--- config.mk ---
export PLATFORM = sky130hd
export DESIGN_NAME = svn_top
export DESIGN_NICKNAME = d
export VERILOG_FILES = /design/src/rtl/svn_pkg.sv /design/src/rtl/svn_axil_slave.sv /design/src/rtl/svn_vector_select.sv /design/src/rtl/svn_top.sv
export VERILOG_INCLUDE_DIRS = /design/src /design/src/rtl
export SDC_FILE = /design/constraint.sdc
export NUM_CORES = 1
export LEC_CHECK = 0
export ABC_AREA = 1
export BUFFER_PORTS_ARGS = -buffer_cell sky130_fd_sc_hd__buf_4
export CAP_MARGIN = 20
export CELL_PAD_IN_SITES_DETAIL_PLACEMENT = 0
export CELL_PAD_IN_SITES_GLOBAL_PLACEMENT = 1
export CORE_MARGIN = 8
export CORE_UTILIZATION = 37
export DETAILED_ROUTE_END_ITERATION = 7
export PLACE_DENSITY_LB_ADDON = 0.1
export SYNTH_ARGS = -nofsm -noshare
export SYNTH_HDL_FRONTEND = slang
export SYNTH_HIERARCHICAL = 1
export SYNTH_SLANG_ARGS = --single-unit
--- constraint.sdc ---
create_clock -name i_clock -period 2 [get_ports i_clock]
set_clock_uncertainty 0.1 [all_clocks]
set_input_delay 0.2 -clock i_clock [delete_from_list [all_inputs] [get_ports i_clock]]
set_output_delay 0.2 -clock i_clock [all_outputs]
set_load 0.005 [all_outputs]
--- src/rtl/svn_regs.svh ---
// Register map, field positions and reset values of the serial vector number registers.
// Included by the top design file, which decodes the offsets, and by the bench.
`ifndef SVN_REGS_SVH
`define SVN_REGS_SVH

`define SVN_OFF_CH1_ERR      8'h00
`define SVN_OFF_CH1_DATA     8'h04
`define SVN_OFF_CH2_ERR      8'h08
`define SVN_OFF_CH2_DATA     8'h0c
`define SVN_OFF_VBR          8'h10
`define SVN_HI_MSB           14
`define SVN_HI_LSB           8
`define SVN_LO_MSB           6
`define SVN_LO_LSB           0
`define SVN_REG_RESET        16'h0000
`define SVN_VBR_RESET        32'h0000_0000
`define SVN_WRITE_MASK       16'h7f7f
`define SVN_ENTRY_SHIFT      2

`endif

--- src/rtl/svn_pkg.sv ---
// Types shared by the serial vector number block.
// Assumes the register header is on the include path.
package svn_pkg;

   // The eight serial-channel interrupt sources, in register field order.
   typedef enum logic [2:0] {
      SVN_CH1_RX_OVERRUN,
      SVN_CH1_TX_UNDERRUN,
      SVN_CH1_RX_FULL,
      SVN_CH1_TX_EMPTY,
      SVN_CH2_RX_OVERRUN,
      SVN_CH2_TX_UNDERRUN,
      SVN_CH2_RX_FULL,
      SVN_CH2_TX_EMPTY
   } svn_src_t;

   typedef logic [6:0] svn_vec_t;

   typedef enum logic [1:0] {
      SVN_AXI_OKAY   = 2'b00,
      SVN_AXI_SLVERR = 2'b10
   } svn_resp_t;

endpackage

--- src/rtl/svn_axil_slave.sv ---
// AXI4-Lite slave front end: one write and one read in flight; a read answers one cycle after it is taken.
// Assumes a register file on the same clock that takes a one-cycle write strobe and a combinational read.
`timescale 1ns/10ps
module svn_axil_slave
   import svn_pkg::*;
#(
   parameter int ADDR_W = 8
) (
   // Clock and reset.
   input  wire logic                i_clock,
   input  wire logic                i_rstn,
   // Write address and data channels.
   input  wire logic [ADDR_W-1:0]   i_awaddr,
   input  wire logic                i_awvalid,
   output logic                     o_awready,
   input  wire logic [31:0]         i_wdata,
   input  wire logic [3:0]          i_wstrb,
   input  wire logic                i_wvalid,
   output logic                     o_wready,
   // Write response channel.
   output logic [1:0]               o_bresp,
   output logic                     o_bvalid,
   input  wire logic                i_bready,
   // Read channels.
   input  wire logic [ADDR_W-1:0]   i_araddr,
   input  wire logic                i_arvalid,
   output logic                     o_arready,
   output logic [31:0]              o_rdata,
   output logic [1:0]               o_rresp,
   output logic                     o_rvalid,
   input  wire logic                i_rready,
   // Register file side.
   output logic                     o_wr_en,
   output logic [ADDR_W-1:0]        o_wr_addr,
   output logic [31:0]              o_wr_data,
   output logic [3:0]               o_wr_strb,
   input  wire logic                i_wr_ok,
   output logic [ADDR_W-1:0]        o_rd_addr,
   input  wire logic [31:0]         i_rd_data,
   input  wire logic                i_rd_ok
);

   if (ADDR_W < 5) begin : g_chk_addr_w
      $error("ADDR_W too small for the register map");
   end

   logic                aw_hold_ff;
   logic [ADDR_W-1:0]   aw_addr_ff;
   logic                w_hold_ff;
   logic [31:0]         w_data_ff;
   logic [3:0]          w_strb_ff;
   logic                bvalid_ff;
   logic [1:0]          bresp_ff;
   logic                rvalid_ff;
   logic [1:0]          rresp_ff;
   logic [31:0]         rdata_ff;

   ////////////////////////////////////////////////////////////////////////////////
   // Write path: address and data are caught in either order, then committed together.
   assign o_awready = !aw_hold_ff && !bvalid_ff;
   assign o_wready  = !w_hold_ff && !bvalid_ff;
   assign o_wr_en   = aw_hold_ff && w_hold_ff && !bvalid_ff;
   assign o_wr_addr = aw_addr_ff;
   assign o_wr_data = w_data_ff;
   assign o_wr_strb = w_strb_ff;
   assign o_bvalid  = bvalid_ff;
   assign o_bresp   = bresp_ff;

   always_ff @(posedge i_clock or negedge i_rstn) begin
      if (!i_rstn) begin
         aw_hold_ff <= 1'b0;
         aw_addr_ff <= '0;
      end else if (o_awready && i_awvalid) begin
         aw_hold_ff <= 1'b1;
         aw_addr_ff <= i_awaddr;
      end else if (o_wr_en) begin
         aw_hold_ff <= 1'b0;
      end
   end

   always_ff @(posedge i_clock or negedge i_rstn) begin
      if (!i_rstn) begin
         w_hold_ff <= 1'b0;
         w_data_ff <= '0;
         w_strb_ff <= '0;
      end else if (o_wready && i_wvalid) begin
         w_hold_ff <= 1'b1;
         w_data_ff <= i_wdata;
         w_strb_ff <= i_wstrb;
      end else if (o_wr_en) begin
         w_hold_ff <= 1'b0;
      end
   end

   always_ff @(posedge i_clock or negedge i_rstn) begin
      if (!i_rstn) begin
         bvalid_ff <= 1'b0;
         bresp_ff  <= 2'b00;
      end else if (o_wr_en) begin
         bvalid_ff <= 1'b1;
         bresp_ff  <= i_wr_ok ? SVN_AXI_OKAY : SVN_AXI_SLVERR;
      end else if (bvalid_ff && i_bready) begin
         bvalid_ff <= 1'b0;
      end
   end

   ////////////////////////////////////////////////////////////////////////////////
   // Read path: the register file answers combinationally, so data is latched at acceptance.
   assign o_arready = !rvalid_ff;
   assign o_rd_addr = i_araddr;
   assign o_rvalid  = rvalid_ff;
   assign o_rdata   = rdata_ff;
   assign o_rresp   = rresp_ff;

   always_ff @(posedge i_clock or negedge i_rstn) begin
      if (!i_rstn) begin
         rvalid_ff <= 1'b0;
         rdata_ff  <= '0;
         rresp_ff  <= 2'b00;
      end else if (o_arready && i_arvalid) begin
         rvalid_ff <= 1'b1;
         rdata_ff  <= i_rd_data;
         rresp_ff  <= i_rd_ok ? SVN_AXI_OKAY : SVN_AXI_SLVERR;
      end else if (rvalid_ff && i_rready) begin
         rvalid_ff <= 1'b0;
      end
   end

endmodule

--- src/rtl/svn_vector_select.sv ---
// Vector select: picks the field of the accepted source and forms the table entry address.
// Assumes the fields come straight from the register file on the same clock.
`timescale 1ns/10ps
module svn_vector_select
   import svn_pkg::*;
#(
   parameter int NSRC = 8
) (
   // Clock and reset.
   input  wire logic                 i_clock,
   input  wire logic                 i_rstn,
   // Fields and base.
   input  wire logic [NSRC*7-1:0]    i_fields,
   input  wire logic [31:0]          i_vbr,
   // Acceptance.
   input  wire logic                 i_accept,
   input  wire logic [2:0]           i_src,
   // Result.
   output logic                      o_valid,
   output logic [6:0]                o_vector,
   output logic [31:0]               o_entry_addr
);

   if (NSRC != 8) begin : g_chk_nsrc
      $error("NSRC must be 8: the source code is three bits");
   end

   logic [6:0] sel;
   logic       valid_ff;
   logic [6:0] vector_ff;
   logic [31:0] entry_ff;

   always_comb begin
      sel = i_fields[i_src*7 +: 7];
   end

   // The field is sampled at acceptance, so a rewrite afterwards does not disturb it.
   always_ff @(posedge i_clock or negedge i_rstn) begin
      if (!i_rstn) begin
         valid_ff  <= 1'b0;
         vector_ff <= '0;
         entry_ff  <= '0;
      end else begin
         valid_ff <= i_accept;
         if (i_accept) begin
            vector_ff <= sel;
            entry_ff  <= i_vbr + {23'h000000, sel, 2'b00};
         end
      end
   end

   assign o_valid      = valid_ff;
   assign o_vector     = vector_ff;
   assign o_entry_addr = entry_ff;
endmodule

--- src/rtl/svn_top.sv ---
// Serial channel vector number registers with an AXI4-Lite slave and vector presentation.
// Assumes one 20 MHz clock, a synchronous acceptance strobe from the priority logic, and byte addressing.
//
// Notes on behaviour
// Four 16-bit read/write registers, two fields each.
// Reset clears all four registers to zero.
// Standby leaves register contents untouched.
// Bits 15 and 7 read zero; write zero.
// Each field is seven bits, values 0 to 127.
// Channel 1 error register high: receive overrun.
// Channel 1 error register low: transmit underrun.
// Channel 1 data register high: receive full.
// Channel 1 data register low: transmit empty.
// Channel 2 error register high: receive overrun.
// Channel 2 error register low: transmit underrun.
// Channel 2 data register high: receive full.
// Channel 2 data register low: transmit empty.
// Entry address is base plus vector times four.
// Accepted source presents its current field.
//
// Decided for this implementation: the AXI4-Lite slave port and the register offsets.
`timescale 1ns/10ps
`include "svn_regs.svh"
module svn_top
   import svn_pkg::*;
#(
   parameter int ADDR_W = 8,
   parameter int NREG   = 4
) (
   // Clock and reset.
   input  wire logic                i_clock,
   input  wire logic                i_rstn,
   // AXI4-Lite write channels.
   input  wire logic [ADDR_W-1:0]   i_awaddr,
   input  wire logic                i_awvalid,
   output logic                     o_awready,
   input  wire logic [31:0]         i_wdata,
   input  wire logic [3:0]          i_wstrb,
   input  wire logic                i_wvalid,
   output logic                     o_wready,
   output logic [1:0]               o_bresp,
   output logic                     o_bvalid,
   input  wire logic                i_bready,
   // AXI4-Lite read channels.
   input  wire logic [ADDR_W-1:0]   i_araddr,
   input  wire logic                i_arvalid,
   output logic                     o_arready,
   output logic [31:0]              o_rdata,
   output logic [1:0]               o_rresp,
   output logic                     o_rvalid,
   input  wire logic                i_rready,
   // Standby indication from the power controller.
   input  wire logic                i_standby,
   // Interrupt acceptance from the priority logic.
   input  wire logic                i_accept,
   input  wire logic [2:0]          i_accept_src,
   // Vector presented to the processor.
   output logic                     o_vector_valid,
   output logic [6:0]               o_vector,
   output logic [31:0]              o_entry_addr,
   // Per-source vector fields for the acceptance logic.
   output logic [6:0]               o_ch1_rx_overrun_vector,
   output logic [6:0]               o_ch1_tx_underrun_vector,
   output logic [6:0]               o_ch1_rx_full_vector,
   output logic [6:0]               o_ch1_tx_empty_vector,
   output logic [6:0]               o_ch2_rx_overrun_vector,
   output logic [6:0]               o_ch2_tx_underrun_vector,
   output logic [6:0]               o_ch2_rx_full_vector,
   output logic [6:0]               o_ch2_tx_empty_vector
);

   if (NREG != 4) begin : g_chk_nreg
      $error("NREG must be 4: the map holds four vector registers");
   end
   if (ADDR_W < 5) begin : g_chk_addr_w
      $error("ADDR_W too small for the register map");
   end

   ////////////////////////////////////////////////////////////////////////////////
   // Bus front end.
   logic                wr_en;
   logic [ADDR_W-1:0]   wr_addr;
   logic [31:0]         wr_data;
   logic [3:0]          wr_strb;
   logic                wr_ok;
   logic [ADDR_W-1:0]   rd_addr;
   logic [31:0]         rd_data;
   logic                rd_ok;

   svn_axil_slave #(.ADDR_W(ADDR_W)) u_bus (
      .i_clock   (i_clock),
      .i_rstn    (i_rstn),
      .i_awaddr  (i_awaddr),
      .i_awvalid (i_awvalid),
      .o_awready (o_awready),
      .i_wdata   (i_wdata),
      .i_wstrb   (i_wstrb),
      .i_wvalid  (i_wvalid),
      .o_wready  (o_wready),
      .o_bresp   (o_bresp),
      .o_bvalid  (o_bvalid),
      .i_bready  (i_bready),
      .i_araddr  (i_araddr),
      .i_arvalid (i_arvalid),
      .o_arready (o_arready),
      .o_rdata   (o_rdata),
      .o_rresp   (o_rresp),
      .o_rvalid  (o_rvalid),
      .i_rready  (i_rready),
      .o_wr_en   (wr_en),
      .o_wr_addr (wr_addr),
      .o_wr_data (wr_data),
      .o_wr_strb (wr_strb),
      .i_wr_ok   (wr_ok),
      .o_rd_addr (rd_addr),
      .i_rd_data (rd_data),
      .i_rd_ok   (rd_ok)
   );

   ////////////////////////////////////////////////////////////////////////////////
   // Vector registers. Index 0..3 maps to offsets 0x00..0x0c in order.
   logic [15:0] vreg_ff [NREG];
   logic [31:0] vbr_ff;
   logic [15:0] byte_mask;

   // Byte lanes 0 and 1 carry the 16-bit register; upper lanes are ignored.
   assign byte_mask = {{8{wr_strb[1]}}, {8{wr_strb[0]}}};

   genvar gi;
   generate
      for (gi = 0; gi < NREG; gi++) begin : g_vreg
         localparam logic [ADDR_W-1:0] OFF = ADDR_W'(gi * 4);
         logic [15:0] nxt_vreg;
         always_comb begin
            // Reserved bits 15 and 7 are never stored, so they always read zero.
            nxt_vreg = (vreg_ff[gi] & ~byte_mask) | (wr_data[15:0] & byte_mask);
            nxt_vreg = nxt_vreg & `SVN_WRITE_MASK;
         end
         // Standby has no path into this flop; only reset and a bus write change it.
         always_ff @(posedge i_clock or negedge i_rstn) begin
            if (!i_rstn) begin
               vreg_ff[gi] <= `SVN_REG_RESET;
            end else if (wr_en && wr_addr == OFF) begin
               vreg_ff[gi] <= nxt_vreg;
            end
         end
      end
   endgenerate

   always_ff @(posedge i_clock or negedge i_rstn) begin
      if (!i_rstn) begin
         vbr_ff <= `SVN_VBR_RESET;
      end else if (wr_en && wr_addr == `SVN_OFF_VBR) begin
         for (int b = 0; b < 4; b++) begin
            if (wr_strb[b]) vbr_ff[b*8 +: 8] <= wr_data[b*8 +: 8];
         end
      end
   end

   assign wr_ok = (wr_addr <= `SVN_OFF_VBR) && (wr_addr[1:0] == 2'b00);
   assign rd_ok = (rd_addr <= `SVN_OFF_VBR) && (rd_addr[1:0] == 2'b00);

   always_comb begin
      rd_data = 32'h0000_0000;
      if (rd_ok) begin
         if (rd_addr == `SVN_OFF_VBR) begin
            rd_data = vbr_ff;
         end else begin
            rd_data = {16'h0000, vreg_ff[rd_addr[3:2]]};
         end
      end
   end

   ////////////////////////////////////////////////////////////////////////////////
   // Field breakout for each source.
   assign o_ch1_rx_overrun_vector  = vreg_ff[0][`SVN_HI_MSB:`SVN_HI_LSB];
   assign o_ch1_tx_underrun_vector = vreg_ff[0][`SVN_LO_MSB:`SVN_LO_LSB];
   assign o_ch1_rx_full_vector     = vreg_ff[1][`SVN_HI_MSB:`SVN_HI_LSB];
   assign o_ch1_tx_empty_vector    = vreg_ff[1][`SVN_LO_MSB:`SVN_LO_LSB];
   assign o_ch2_rx_overrun_vector  = vreg_ff[2][`SVN_HI_MSB:`SVN_HI_LSB];
   assign o_ch2_tx_underrun_vector = vreg_ff[2][`SVN_LO_MSB:`SVN_LO_LSB];
   assign o_ch2_rx_full_vector     = vreg_ff[3][`SVN_HI_MSB:`SVN_HI_LSB];
   assign o_ch2_tx_empty_vector    = vreg_ff[3][`SVN_LO_MSB:`SVN_LO_LSB];

   logic [55:0] fields;
   // Packed in source enum order, lowest source in the low bits.
   assign fields = {o_ch2_tx_empty_vector, o_ch2_rx_full_vector,
                    o_ch2_tx_underrun_vector, o_ch2_rx_overrun_vector,
                    o_ch1_tx_empty_vector, o_ch1_rx_full_vector,
                    o_ch1_tx_underrun_vector, o_ch1_rx_overrun_vector};

   svn_vector_select #(.NSRC(8)) u_sel (
      .i_clock      (i_clock),
      .i_rstn       (i_rstn),
      .i_fields     (fields),
      .i_vbr        (vbr_ff),
      .i_accept     (i_accept),
      .i_src        (i_accept_src),
      .o_valid      (o_vector_valid),
      .o_vector     (o_vector),
      .o_entry_addr (o_entry_addr)
   );
endmodule

* After elaboration in Yosys (flattened, before gate mapping)
Index checks and enable logic that the tools add are counted.
** Cells by class
- Eq/ne operators :: 5
- Bitwise operators :: 11
- Multipliers :: 1
- Div/mod/pow operators :: 0
- Reductions and logical operators :: 31
- Add/sub/neg operators :: 1
- Order comparisons :: 3
- Shift-type cells :: 1
- Mux-type cells :: 14
** Operators by type and width (number)
- $and A15 B15 Y15 :: 5
- $mux W32 :: 2
- $or A15 B15 Y15 :: 4
- $shiftx A56 B7 Y7 :: 1
- $add A32 B9 Y32 :: 1
- $bmux W16 S2 :: 1
- $mux W16 :: 2
- $eq A8 B4 Y1 const B :: 2
- $eq A8 B5 Y1 const B :: 2
- $le A8 B5 Y1 const B :: 2
- $logic_and A1 B1 Y1 :: 16
- $not A15 Y15 :: 1
- $eq A8 B3 Y1 const B :: 1
- $logic_not A8 Y1 :: 1
- $reduce_and A2 Y1 :: 4
- $reduce_bool A2 Y1 :: 4
- $mux W1 :: 7
- $mul A3 B3 Y6 const B :: 1
- $logic_not A1 Y1 :: 4
- $logic_not A2 Y1 :: 2
- $mux W2 :: 2
- $ge A3 B3 Y1 const B :: 1
- $not A2 Y3 :: 1
** Storage, ports and cells
- Bits in latches :: 0
- Bits of input ports :: 64
- Word-level logic and storage cells :: 88
- RAM bits :: 0
- Flip-flop bits (word level) :: 212
- Memories kept :: 0
- Output and inout bits :: 137
- Bits in read-only memories :: 0

* Logic depth before layout (Yosys ltp)
Gate-level depths: netlist of run 1.
- Depth in word-level cells :: 6
- Depth in mapped cells :: 20
- Mapped depth without buffers :: 18

* Modules after synthesis
The synthesis of run 1 kept the hierarchy.
** Modules (own cells, without submodules)
- svn_top :: instances 1, cells each 602, area an instance 4570.6 um2, sequential area each 2202.1 um2
- svn_axil_slave :: instances 1, cells each 365, area an instance 3397.0 um2, sequential area each 2052.0 um2
- svn_vector_select :: instances 1, cells each 520, area an instance 3184.3 um2, sequential area each 1001.0 um2

* Least setup slack after synthesis of run 1
No wires, ideal clock.
- Path type :: input to register
- From :: input port i_accept_src[0]
- To :: register u_sel.entry_ff[24] (netlist: u_sel/o_entry_addr[24])
- Arrival time :: 2.114 ns
- Path buffers :: 2
- Setup slack :: -0.331 ns
- Setup time :: 0.116 ns
- Required time :: 1.784 ns
- Stages on the path :: 19
- Path through :: buf_4 inv_4 buf_4 o21ai_0 o21ai_1 nand2_1 nand2_1 ha_1 fa_1 nand3_1 nand3_2 nand2_1 nand2_1 nand2_1 nand2_1 nand2_1 nand2_1 nand2_1 nand2_1
** Between the ends
- Word-level cells in the longest chain between the ends :: 3
** Ends and longest elaborated chain
- start, declared :: RTL line svn_top.sv:56 : input wire logic [2:0] i_accept_src,
- $mul A3 B3 Y6 :: RTL line svn_vector_select.sv:34 : sel = i_fields[i_src*7 +: 7];
- $shiftx A56 B7 Y7 :: RTL line svn_vector_select.sv:34
- net u_sel.sel[0] :: RTL line svn_vector_select.sv:28 : logic [6:0] sel;
- $add A32 B9 Y32 :: RTL line svn_vector_select.sv:47 : entry_ff <= i_vbr + {23'h000000, sel, 2'b00};
- end signal, assigned :: RTL line svn_vector_select.sv:47
- end, declared :: RTL line svn_vector_select.sv:31 : logic [31:0] entry_ff;
The timed path passes the listed nets, and every way through them passes these cells.
A chain may end at the register's enable or synchronous reset.

==> results.yml, run 1 <==
detailed_routing:
  first_pass_iters: 4
  dr.first_iter.drc_count: 805
  route.detailed.drc: 0
  routed_wl_mm: 41.7
  avgRoutedWirePerCell_um: 18.6
  num_vias: 11300
  viasPerCell: 5.04
  postRouteAntennaNets: 0
global_routing:
  grt_pass1_vias: 11200
  antenna_found_initial: 0
  grt_use_met2_pct: 33.9
  grt_max_degree: 57
  grt_use_met3_pct: 3.53
  grt_pass1_wl_mm: 65.8
  grt_overflow: 0
  met1_usage_pct: 34.6
  busiest_layer: "met1"
  grt_use_total_pct: 23.0
timing:
  timing.final.crit_share_pct: 116
  rsz0062_at_grt: "true"
  finalCriticalPeriod_ns: 2.32
  fmax_ghz: 0.431
  maxSlewHeadroom_pct: 51.6
  setup_violations: 29
  slew_violations: 0
  finalHoldViolCount: 0
  worstMarginPinSlew_ns: 0.726
  fin_ws_ns: -0.321
final_layout:
  area_growth_pct: 40.5
  n_fill_cell: 2915
  fin_nets: 1908
  antennaDiodeCount: 0
  drive_gt1_share_pct: 27.6
  final-seq-area_sq_um: 5260
  final_area_sq_um: 15700
  multi_input_area_sq_um: 5510
clock_network:
  cts.sinks: 210
  clkTransAtPathRegs_ns: 0.06
  clock_latency_ns: 0.52
  htreeDepth: 1
  numCtsBuffers: 25
  cts_tree: "yes"
  root_buffer: "clkbuf_16"
  clockBufferDepth: 3
job:
  maxCapViolCount: 0
worst_setup_path:
  critical_path_class: "register to register"
  rr_endpoint: "u_sel/o_entry_addr[28]$_DFFE_PN0P_"
  worst-r2r-cell-count: 15
  cpMaxStageDelayCell: "dfrtp_1"
  critPathMaxStageDelay_ns: 0.44
  cp-start-kind: "register"
  worstSetupEndpointType: "register"
  crit_arrival_ns: 2.63
  required_ns: 2.31
  cp-endpoint: "u_sel/o_entry_addr[28]$_DFFE_PN0P_"
  rrSetupSlack_ns: -0.32
  crit_chain: "nor2_1 > nor2_1 > o21ai_1 > o21ai_1 > nand2_1 > nand2_2 > ha_4 > nand2_4 > nor2_4 > buf_4 > nand3_4 > nand3_4 > nand3_1 > nand3_1 > nand2_1"
  critPathMaxFanout: 5
logic_synthesis:
  ys_types: 37
  syn-cell-area_sq_um: 11200
  ys_ff_latch: 210
  ys.warnings.count: 6
  synth_area_per_cell_sq_um: 7.50
  seq_area_frac_synth_pct: 47.1
  synthCells: 1487
hold_path:
  hold_start: "i_wvalid"
  min_path_type: "primary input to register"
placed_design:
  place.gp.congestion: 0.895
  io_buffers: 197
  hpwl_mm: 31.3
  dpl_cell_area_sq_um: 13800
power_and_ir_drop:
  finalPower_mw: 16.2
  p_leak_nw: 8.24
  p_per_area_nw_per_um2: 1040
  ir_drop_mv: 0.918
floorplan:
  dieArea_sq_um: 36000
  start_util_pct: 37.6
  die_h_um: 190
  rows: 63
  core_area_sq_um: 29600
  die_w_um: 190
  pin_count: 201
status:
  outcome: "complete, but fails checks"
  violations: "setup timing"
## placed cells by master, fill, tap and decap left out, drive strengths merged, types with 6 or more instances in the layout
cell,n
o21ai,53
clkbuf,38
inv,81
nand3,182
buf,351
nand4,94
nor2,113
ha,7
nand2,625
a31oi,8
xnor2,6
dfrtp,210
nand3b,6
dlygate4sd3,59
## how the worst min path moves through the flow
stage,cells after the start,end
detailed placement,1,u_bus/o_rdata[2]$_DFFE_PN0P_
global placement,1,async pin
floorplan,0,async pin
CTS,3,u_bus/o_wr_data[13]$_DFFE_PN0P_
global route,5,u_bus/o_rresp[1]$_DFFE_PN0P_
finish,3,u_bus/o_wr_data[13]$_DFFE_PN0P_
## cells in the mapped netlist (all sizes together)
| cell | n | share of area [%] |
|---|---|---|
| nand4 | 94 | 5.3 |
| inv | 80 | 2.7 |
| dfrtp | 210 | 47 |
| clkbuf | 31 | 1.1 |
| a21oi | 2 | 0.090 |
| buf | 60 | 3.6 |
| o21ai | 53 | 2.4 |
| a31oi | 8 | 0.45 |
| nand2 | 624 | 21 |
| conb | 1 | 0.034 |
| xnor2 | 6 | 0.47 |
| fa | 1 | 0.18 |
| ha | 7 | 0.79 |
| o31ai | 1 | 0.067 |
| nand3 | 182 | 9.0 |
| o22ai | 1 | 0.056 |
| xor2 | 1 | 0.079 |
| nand3b | 6 | 0.40 |
| nor3 | 5 | 0.52 |
| and3 | 1 | 0.056 |
| nor2 | 113 | 4.3 |
## final cells by class
class                      instances  area share, %
inverter                          80           1.95
clock buffer                      37           4.53
multi-input combinational       1108           35.1
timing repair buffer             411           21.4
clock inverter                     6          0.375
tap                              390           3.11
sequential                       210           33.5
## critical path, delay by kind of cell, from the launching register on
family                     cells  cell delay (ns)
DFF                            1             0.44
AOI/OAI and AO/OA              2             0.16
buffers and inverters          1             0.14
adders and majority gates      1             0.31
and+or+nand+nor               11             1.03
## routing by layer
| layer | share of wire, % | routed length (um) |
|---|---|---|
| met5 | 0 | 0 |
| met3 | 6.0 | 2510 |
| met4 | 2.4 | 1020 |
| met1 | 49 | 20600 |
| met2 | 42 | 17600 |
## what timing repair did
item | 4_1_cts | 5_1_grt
pin swaps | 23 | 27
hold buffers | 59 | 0
resized for setup | 56 | 43
cloned | 1 | 0
endpoints found under the setup margin | 28 | 40
setup buffers | 21 | 6
endpoints found under the hold margin | 151 | 0
## cell families after synthesis
logic type	share of synthesized area, %
flops	47.1
xor+xnor	0.550
compound gates	3.04
fa+ha+maj	0.965
simple gates	40.8
buf+inv	7.49
other cells	0.0336
## power breakdown
part | total (mW) | internal, mW | switching, mW | leakage (nW)
Clock | 4.31 | 2.57 | 1.74 | 0.381
Sequential | 6.62 | 5.23 | 1.39 | 2.82
Combinational | 5.29 | 2.31 | 2.99 | 5.04
## through the flow
| step | worst slack, ns | cells | setup TNS (ns) | utilization (%) | hold slack, ns |
|---|---|---|---|---|---|
| 2_1_floorplan | -0.158 | 1488 | -0.879 | - | -0.196 |
| 3_3_place_gp | -0.380 | 2120 | -8.49 | 46.6 | 0.130 |
| 3_5_place_dp | -0.430 | 2120 | -10.13 | 46.6 | 0.124 |
| 4_1_cts | -0.291 | 2242 | -6.44 | 52.4 | 0.00700 |
| 5_1_grt | -0.471 | 2242 | -11.29 | 52.9 | 0.0413 |
| 6_report | -0.321 | 2242 | -6.57 | 52.9 | 0.0274 |
No activity file was read; power rests on OpenSTA's default activity.
==> inputs of run 2 (changes only) <==
--- a/constraint.sdc
+++ b/constraint.sdc
@@ -4,2 +4,2 @@
 set_output_delay 0.2 -clock i_clock [all_outputs]
-set_load 0.005 [all_outputs]
+set_load 0.02 [all_outputs]
==> run 2 against run 1 <==
The run still ends with setup timing left. Via count down 0.89%. Non-clock buffer count fell by 5. Core utilization grew 0.51 points. Power is 7.0% higher. Critical path depth grew 1. Final area grew 0.96%. Clock power rose by 12%. Maximum frequency grew 0.50%. Global-route usage increased by 0.16 points. Sequential share of layout area down 0.28 points. Sequential cell count stayed put.
==> results.yml, run 2 (synthesized netlist as in run 1, its figures left out) <==
floorplan:
  rows: 63
  die_w_um: 190
  core_area_sq_um: 29600
  start_util_pct: 37.6
  dieArea_sq_um: 36000
  die_h_um: 190
  pin_count: 201
worst_setup_path:
  critPathMaxFanout: 6
  cp_common_cell: "nand2_1"
  critical_path_class: "register to register"
  required_ns: 2.31
  crit_arrival_ns: 2.62
  worstSetupEndpointType: "register"
  path_buf_inv: 0
  crit_chain: "nor2_1 > nor2_1 > o21ai_1 > o21ai_1 > nand2_1 > nand2_2 > ha_4 > nand2_1 > nor2_2 > nand3_2 > nand2_4 > nand2_1 > nand2_1 > nand2_1 > nand2_1 > nand2_1"
  critPathMaxStageDelay_ns: 0.43
  cpMaxStageDelayCell: "dfrtp_2"
  cpLargestDelayFamily: "simple AND/OR/NAND/NOR gates"
  cp-start-kind: "register"
final_layout:
  n_fill_cell: 2909
  area_growth_pct: 41.9
  fin_nets: 1904
  drive_gt1_share_pct: 27.7
  antennaDiodeCount: 0
  final_common_cell: "nand2_1"
  final_cell_mix: "nand2_1 (585), buf_4 (324), dfrtp_1 (204)"
power_and_ir_drop:
  switching_share_pct: 39.0
  clkPwrFrac_pct: 27.8
  p_per_area_nw_per_um2: 1100
  p_sw_mw: 6.78
  power_frac_comb_pct: 34.2
  p_leak_nw: 8.24
  power_frac_seq_pct: 38.0
  ir_drop_mv: 0.951
  internal_power_mw: 10.6
clock_network:
  numCtsBuffers: 26
  clkTransAtPathRegs_ns: 0.06
  clock_latency_ns: 0.53
  cts.sinks: 210
  htreeDepth: 1
  root_buffer: "clkbuf_16"
  clockBufferDepth: 3
  cts_tree: "yes"
detailed_routing:
  postRouteAntennaNets: 0
  avgRoutedWirePerCell_um: 18.7
  first_pass_iters: 6
  dr.first_iter.drc_count: 775
  num_vias: 11200
  route.detailed.drc: 0
  routed_wl_mm: 42.0
  viasPerCell: 5.00
timing:
  maxSlewHeadroom_pct: 65.2
  rsz0062_at_grt: "true"
  fin_ws_ns: -0.309
  finalCriticalPeriod_ns: 2.31
  timing.final.crit_share_pct: 115
  whs_ns: 0.0222
  finalHoldViolCount: 0
  fmax_ghz: 0.433
  worstMarginPinSlew_ns: 0.521
  slew_violations: 0
  setup_violations: 28
job:
  maxCapViolCount: 0
placed_design:
  io_buffers: 197
  pre_cts_slack_ns: -0.567
  place.gp.congestion: 0.916
  hpwl_mm: 31.5
status:
  outcome: "complete, but fails checks"
  violations: "setup timing"
global_routing:
  grt_max_degree: 52
  grt_overflow: 0
  grt_use_total_pct: 23.2
  antenna_found_initial: 0
  grt_pass1_vias: 11000
  grt_pass1_wl_mm: 65.9
hold_path:
  min_path_type: "primary input to register"
## run 2: worst min-delay path, cell delays in order
cell and delay, ns:
buf_4 0.24, nand3_2 0.12, nand2_1 0.04
## run 2: power groups by stage
stage / sequential (mW) / combinational, mW / clock (mW)
floorplan: 6.59 / 2.67 / 0
global placement: 6.63 / 5.55 / 0
detailed placement: 6.62 / 5.58 / 0
CTS: 6.56 / 5.81 / 4.95
global route: 6.69 / 6.48 / 5.12
finish: 6.60 / 5.94 / 4.83
## run 2: through the flow
step                std cells  setup TNS [ns]  total power, mW  utilization (%)  cell area (sq um)
detailed placement       2116          -12.30             12.2             46.6              13800
global placement         2116          -12.42             12.2             46.6              13800
CTS                      2238           -5.77             17.3             52.8              15700
finish                   2240           -6.68             17.4             53.4              15800
floorplan                1488           -1.45             9.26                -              11300
global route             2240          -11.12             18.3             53.4              15800
## run 2: metal layers
layer	up-vias	wire length (um)	GRT usage [%]
met4	0	928	5.68
met2	369	18000	34.5
met3	50	2730	4.30
met1	5248	20400	34.3
li1	5526	-	-
met5	-	0	0
## run 2: timing repair
action	in CTS	in global routing
endpoints found under the setup margin	28	49
pin swaps	25	23
gates cloned	1	0
hold buffers	65	0
hold endpoints to repair	241	0
gates resized for setup	60	37
setup buffers	11	4
## run 2: layout make-up
type	instances	area (sq um)	share of cell area, %
multi-input cells	1108	5520	34.9
flip-flops and latches	210	5260	33.3
repair buffers	406	3360	21.3
clock buffers	36	738	4.67
well taps	390	488	3.08
inverters	80	303	1.91
clock inverters	10	149	0.941
## run 2: final timing paths
| path | start | to | slack (ns) | cells after the start |
|---|---|---|---|---|
| hold / removal | i_wvalid | u_bus/o_wr_data[12]$_DFFE_PN0P_ | 0.02 | 3 |
| hold reg to reg | u_bus/o_rdata[14]$_DFFE_PN0P_ | u_bus/o_rdata[14]$_DFFE_PN0P_ | 0.37 | 2 |
| setup reg to reg | register | u_sel/o_entry_addr[30]$_DFFE_PN0P_ | -0.31 | 16 |
| min in group asynchronous | i_rstn | u_bus/o_rdata[2]$_DFFE_PN0P_ | 0.11 | 2 |
| setup / recovery | register | u_sel/o_entry_addr[30]$_DFFE_PN0P_ | -0.31 | 16 |
| max in group asynchronous | i_rstn | u_sel/o_entry_addr[11]$_DFFE_PN0P_ | 1.01 | 3 |
==> inputs of run 3 (changes only) <==
- REMOVE_ABC_BUFFERS: default -> 1
==> run 3 against run 2 <==
The flow still finishes with violations (setup timing). Via count about the same. Clock-buffer cell count decreased by 5. Maximum frequency increased by 0.31%. First-iteration DRC count decreased by 3.7%. Sequential cell count unchanged. Routed wire length decreased by 2.1%. Sequential power decreased by 0.6%. Worst setup slack improved by 0.0071 ns. Power decreased by 3.0%. Global-route usage decreased by 0.54 points. Largest power group unchanged.
==> results.yml, run 3 (synthesized netlist as in run 1, its figures left out) <==
timing:
  fin_ws_ns: -0.302
  finalHoldViolCount: 0
  fmax_ghz: 0.434
  slew_violations: 0
  whs_ns: 0.0233
  rsz0062_at_grt: "true"
  finalCriticalPeriod_ns: 2.30
  worstMarginPinSlew_ns: 0.526
  timing.final.crit_share_pct: 115
  setup_violations: 29
  maxSlewHeadroom_pct: 64.9
floorplan:
  die_w_um: 190
  core_area_sq_um: 29600
  die_h_um: 190
  rows: 63
  dieArea_sq_um: 36000
  start_util_pct: 37.6
  pin_count: 201
detailed_routing:
  postRouteAntennaNets: 0
  num_vias: 11200
  routed_wl_mm: 41.1
  first_pass_iters: 5
  route.detailed.drc: 0
  dr.first_iter.drc_count: 746
  avgRoutedWirePerCell_um: 18.3
  viasPerCell: 4.99
global_routing:
  grt_pass1_vias: 11000
  antenna_found_initial: 0
  grt_use_total_pct: 22.6
  grt_pass1_wl_mm: 64.5
  grt_overflow: 0
  grt_max_degree: 51
final_layout:
  n_fill_cell: 2972
  final_common_cell: "nand2_1"
  fin_nets: 1910
  multi_input_area_sq_um: 5570
  antennaDiodeCount: 0
  drive_gt1_share_pct: 28.3
  final-seq-area_sq_um: 5260
  post-route-util_pct: 53.2
  final_cell_mix: "nand2_1 (575), buf_4 (341), dfrtp_1 (210)"
  area_growth_pct: 41.3
clock_network:
  cts_tree: "yes"
  htreeDepth: 1
  clock_latency_ns: 0.52
  numCtsBuffers: 25
  cts.sinks: 210
  root_buffer: "clkbuf_16"
  clkTransAtPathRegs_ns: 0.06
  clockBufferDepth: 3
worst_setup_path:
  worst-r2r-cell-count: 16
  rrSetupSlack_ns: -0.30
  crit_arrival_ns: 2.61
  worstSetupEndpointType: "register"
  cp-start-kind: "register"
  critPathMaxFanout: 5
  cp-endpoint: "u_sel/o_entry_addr[31]$_DFFE_PN0P_"
  required_ns: 2.31
  rr_endpoint: "u_sel/o_entry_addr[31]$_DFFE_PN0P_"
  critical_path_class: "register to register"
power_and_ir_drop:
  p_leak_nw: 8.29
  p_per_area_nw_per_um2: 1070
  finalPower_mw: 16.8
  ir_drop_mv: 0.904
placed_design:
  io_buffers: 197
  hpwl_mm: 30.5
  place.gp.congestion: 0.887
hold_path:
  whs_path_depth: 3
  min_path_type: "primary input to register"
status:
  violations: "setup timing"
  outcome: "complete, but fails checks"
job:
  maxCapViolCount: 0
==> run 3: cell types whose count changed in the layout (fill, tap and decap cells not counted), sizes merged <==
cell	delta
buf	+14
dlygate4sd3	-7
clkbuf	-5
clkinv	+3
clkinvlp	-2
bufinv	-1
==> run 3: where the power goes <==
part	switching [mW]	internal, mW
registers	1.33	5.23
clock network	1.78	2.57
logic	3.52	2.40
total	6.63	10.2
==> run 3: critical path: stages (launching register included) <==
cell	delay (ns)
dfrtp_1	0.41
nor2_1	0.12
nor2_1	0.06
o21ai_1	0.10
o21ai_1	0.10
nand2_1	0.11
nand2_2	0.09
ha_4	0.32
nand2_4	0.09
inv_4	0.08
nand2_2	0.06
nand2_2	0.08
nand2_4	0.07
nand2_4	0.13
nand4_1	0.11
nand3_1	0.10
nand2_1	0.06
==> run 3: layout make-up <==
cell class	count	share of cell area [%]
Clock buffer	31	4.18
Clock inverter	10	0.659
Inverter	80	1.95
Multi-Input combinational cell	1108	35.3
Sequential cell	210	33.3
Tap cell	390	3.10
Timing Repair Buffer	413	21.4
==> run 3: per-layer routing <==
| metal | part of all wire [%] | up-vias | GRT usage, % |
|---|---|---|---|
| li1 | - | 5524 | - |
| met3 | 6.5 | 49 | 3.84 |
| met2 | 44 | 343 | 34.9 |
| met5 | 0 | - | 0 |
| met4 | 2.0 | 0 | 5.35 |
| met1 | 47 | 5268 | 32.8 |
==> run 3: timing repair <==
item / 4_1_cts / 5_1_grt
gates cloned: 1 / 0
setup endpoints to repair: 29 / 37
hold buffers: 58 / 0
buffers inserted: 10 / 10
gates resized for setup: 91 / 53
pin swaps: 45 / 56
hold endpoints to repair: 273 / 0
==> run 3: worst min path at each step <==
stage / endpoint / startpoint / slack [ns]
6_report: u_bus/o_wr_data[18]$_DFFE_PN0P_ / i_wvalid / 0.02
3_3_place_gp: u_bus/o_rdata[0]$_DFFE_PN0P_ / i_rstn / 0.11
4_1_cts: u_bus/o_wr_data[18]$_DFFE_PN0P_ / i_wvalid / 0.007
2_1_floorplan: async pin / i_rstn / -0.20
5_1_grt: u_bus/o_wr_data[18]$_DFFE_PN0P_ / i_wvalid / 0.03
3_5_place_dp: u_bus/o_rdata[8]$_DFFE_PN0P_ / i_rstn / 0.11
==> run 3: through the flow <==
| stage | cell area (sq um) | setup WS [ns] | setup TNS (ns) | std cells |
|---|---|---|---|---|
| after floorplan | 10600 | -1.54 | -96.63 | 1397 |
| after global placement | 13700 | -0.437 | -10.35 | 2123 |
| after detailed placement | 13700 | -0.492 | -11.94 | 2123 |
| after CTS | 15500 | -0.281 | -5.32 | 2233 |
| after global routing | 15800 | -0.440 | -10.17 | 2242 |
| final | 15800 | -0.302 | -6.29 | 2242 |
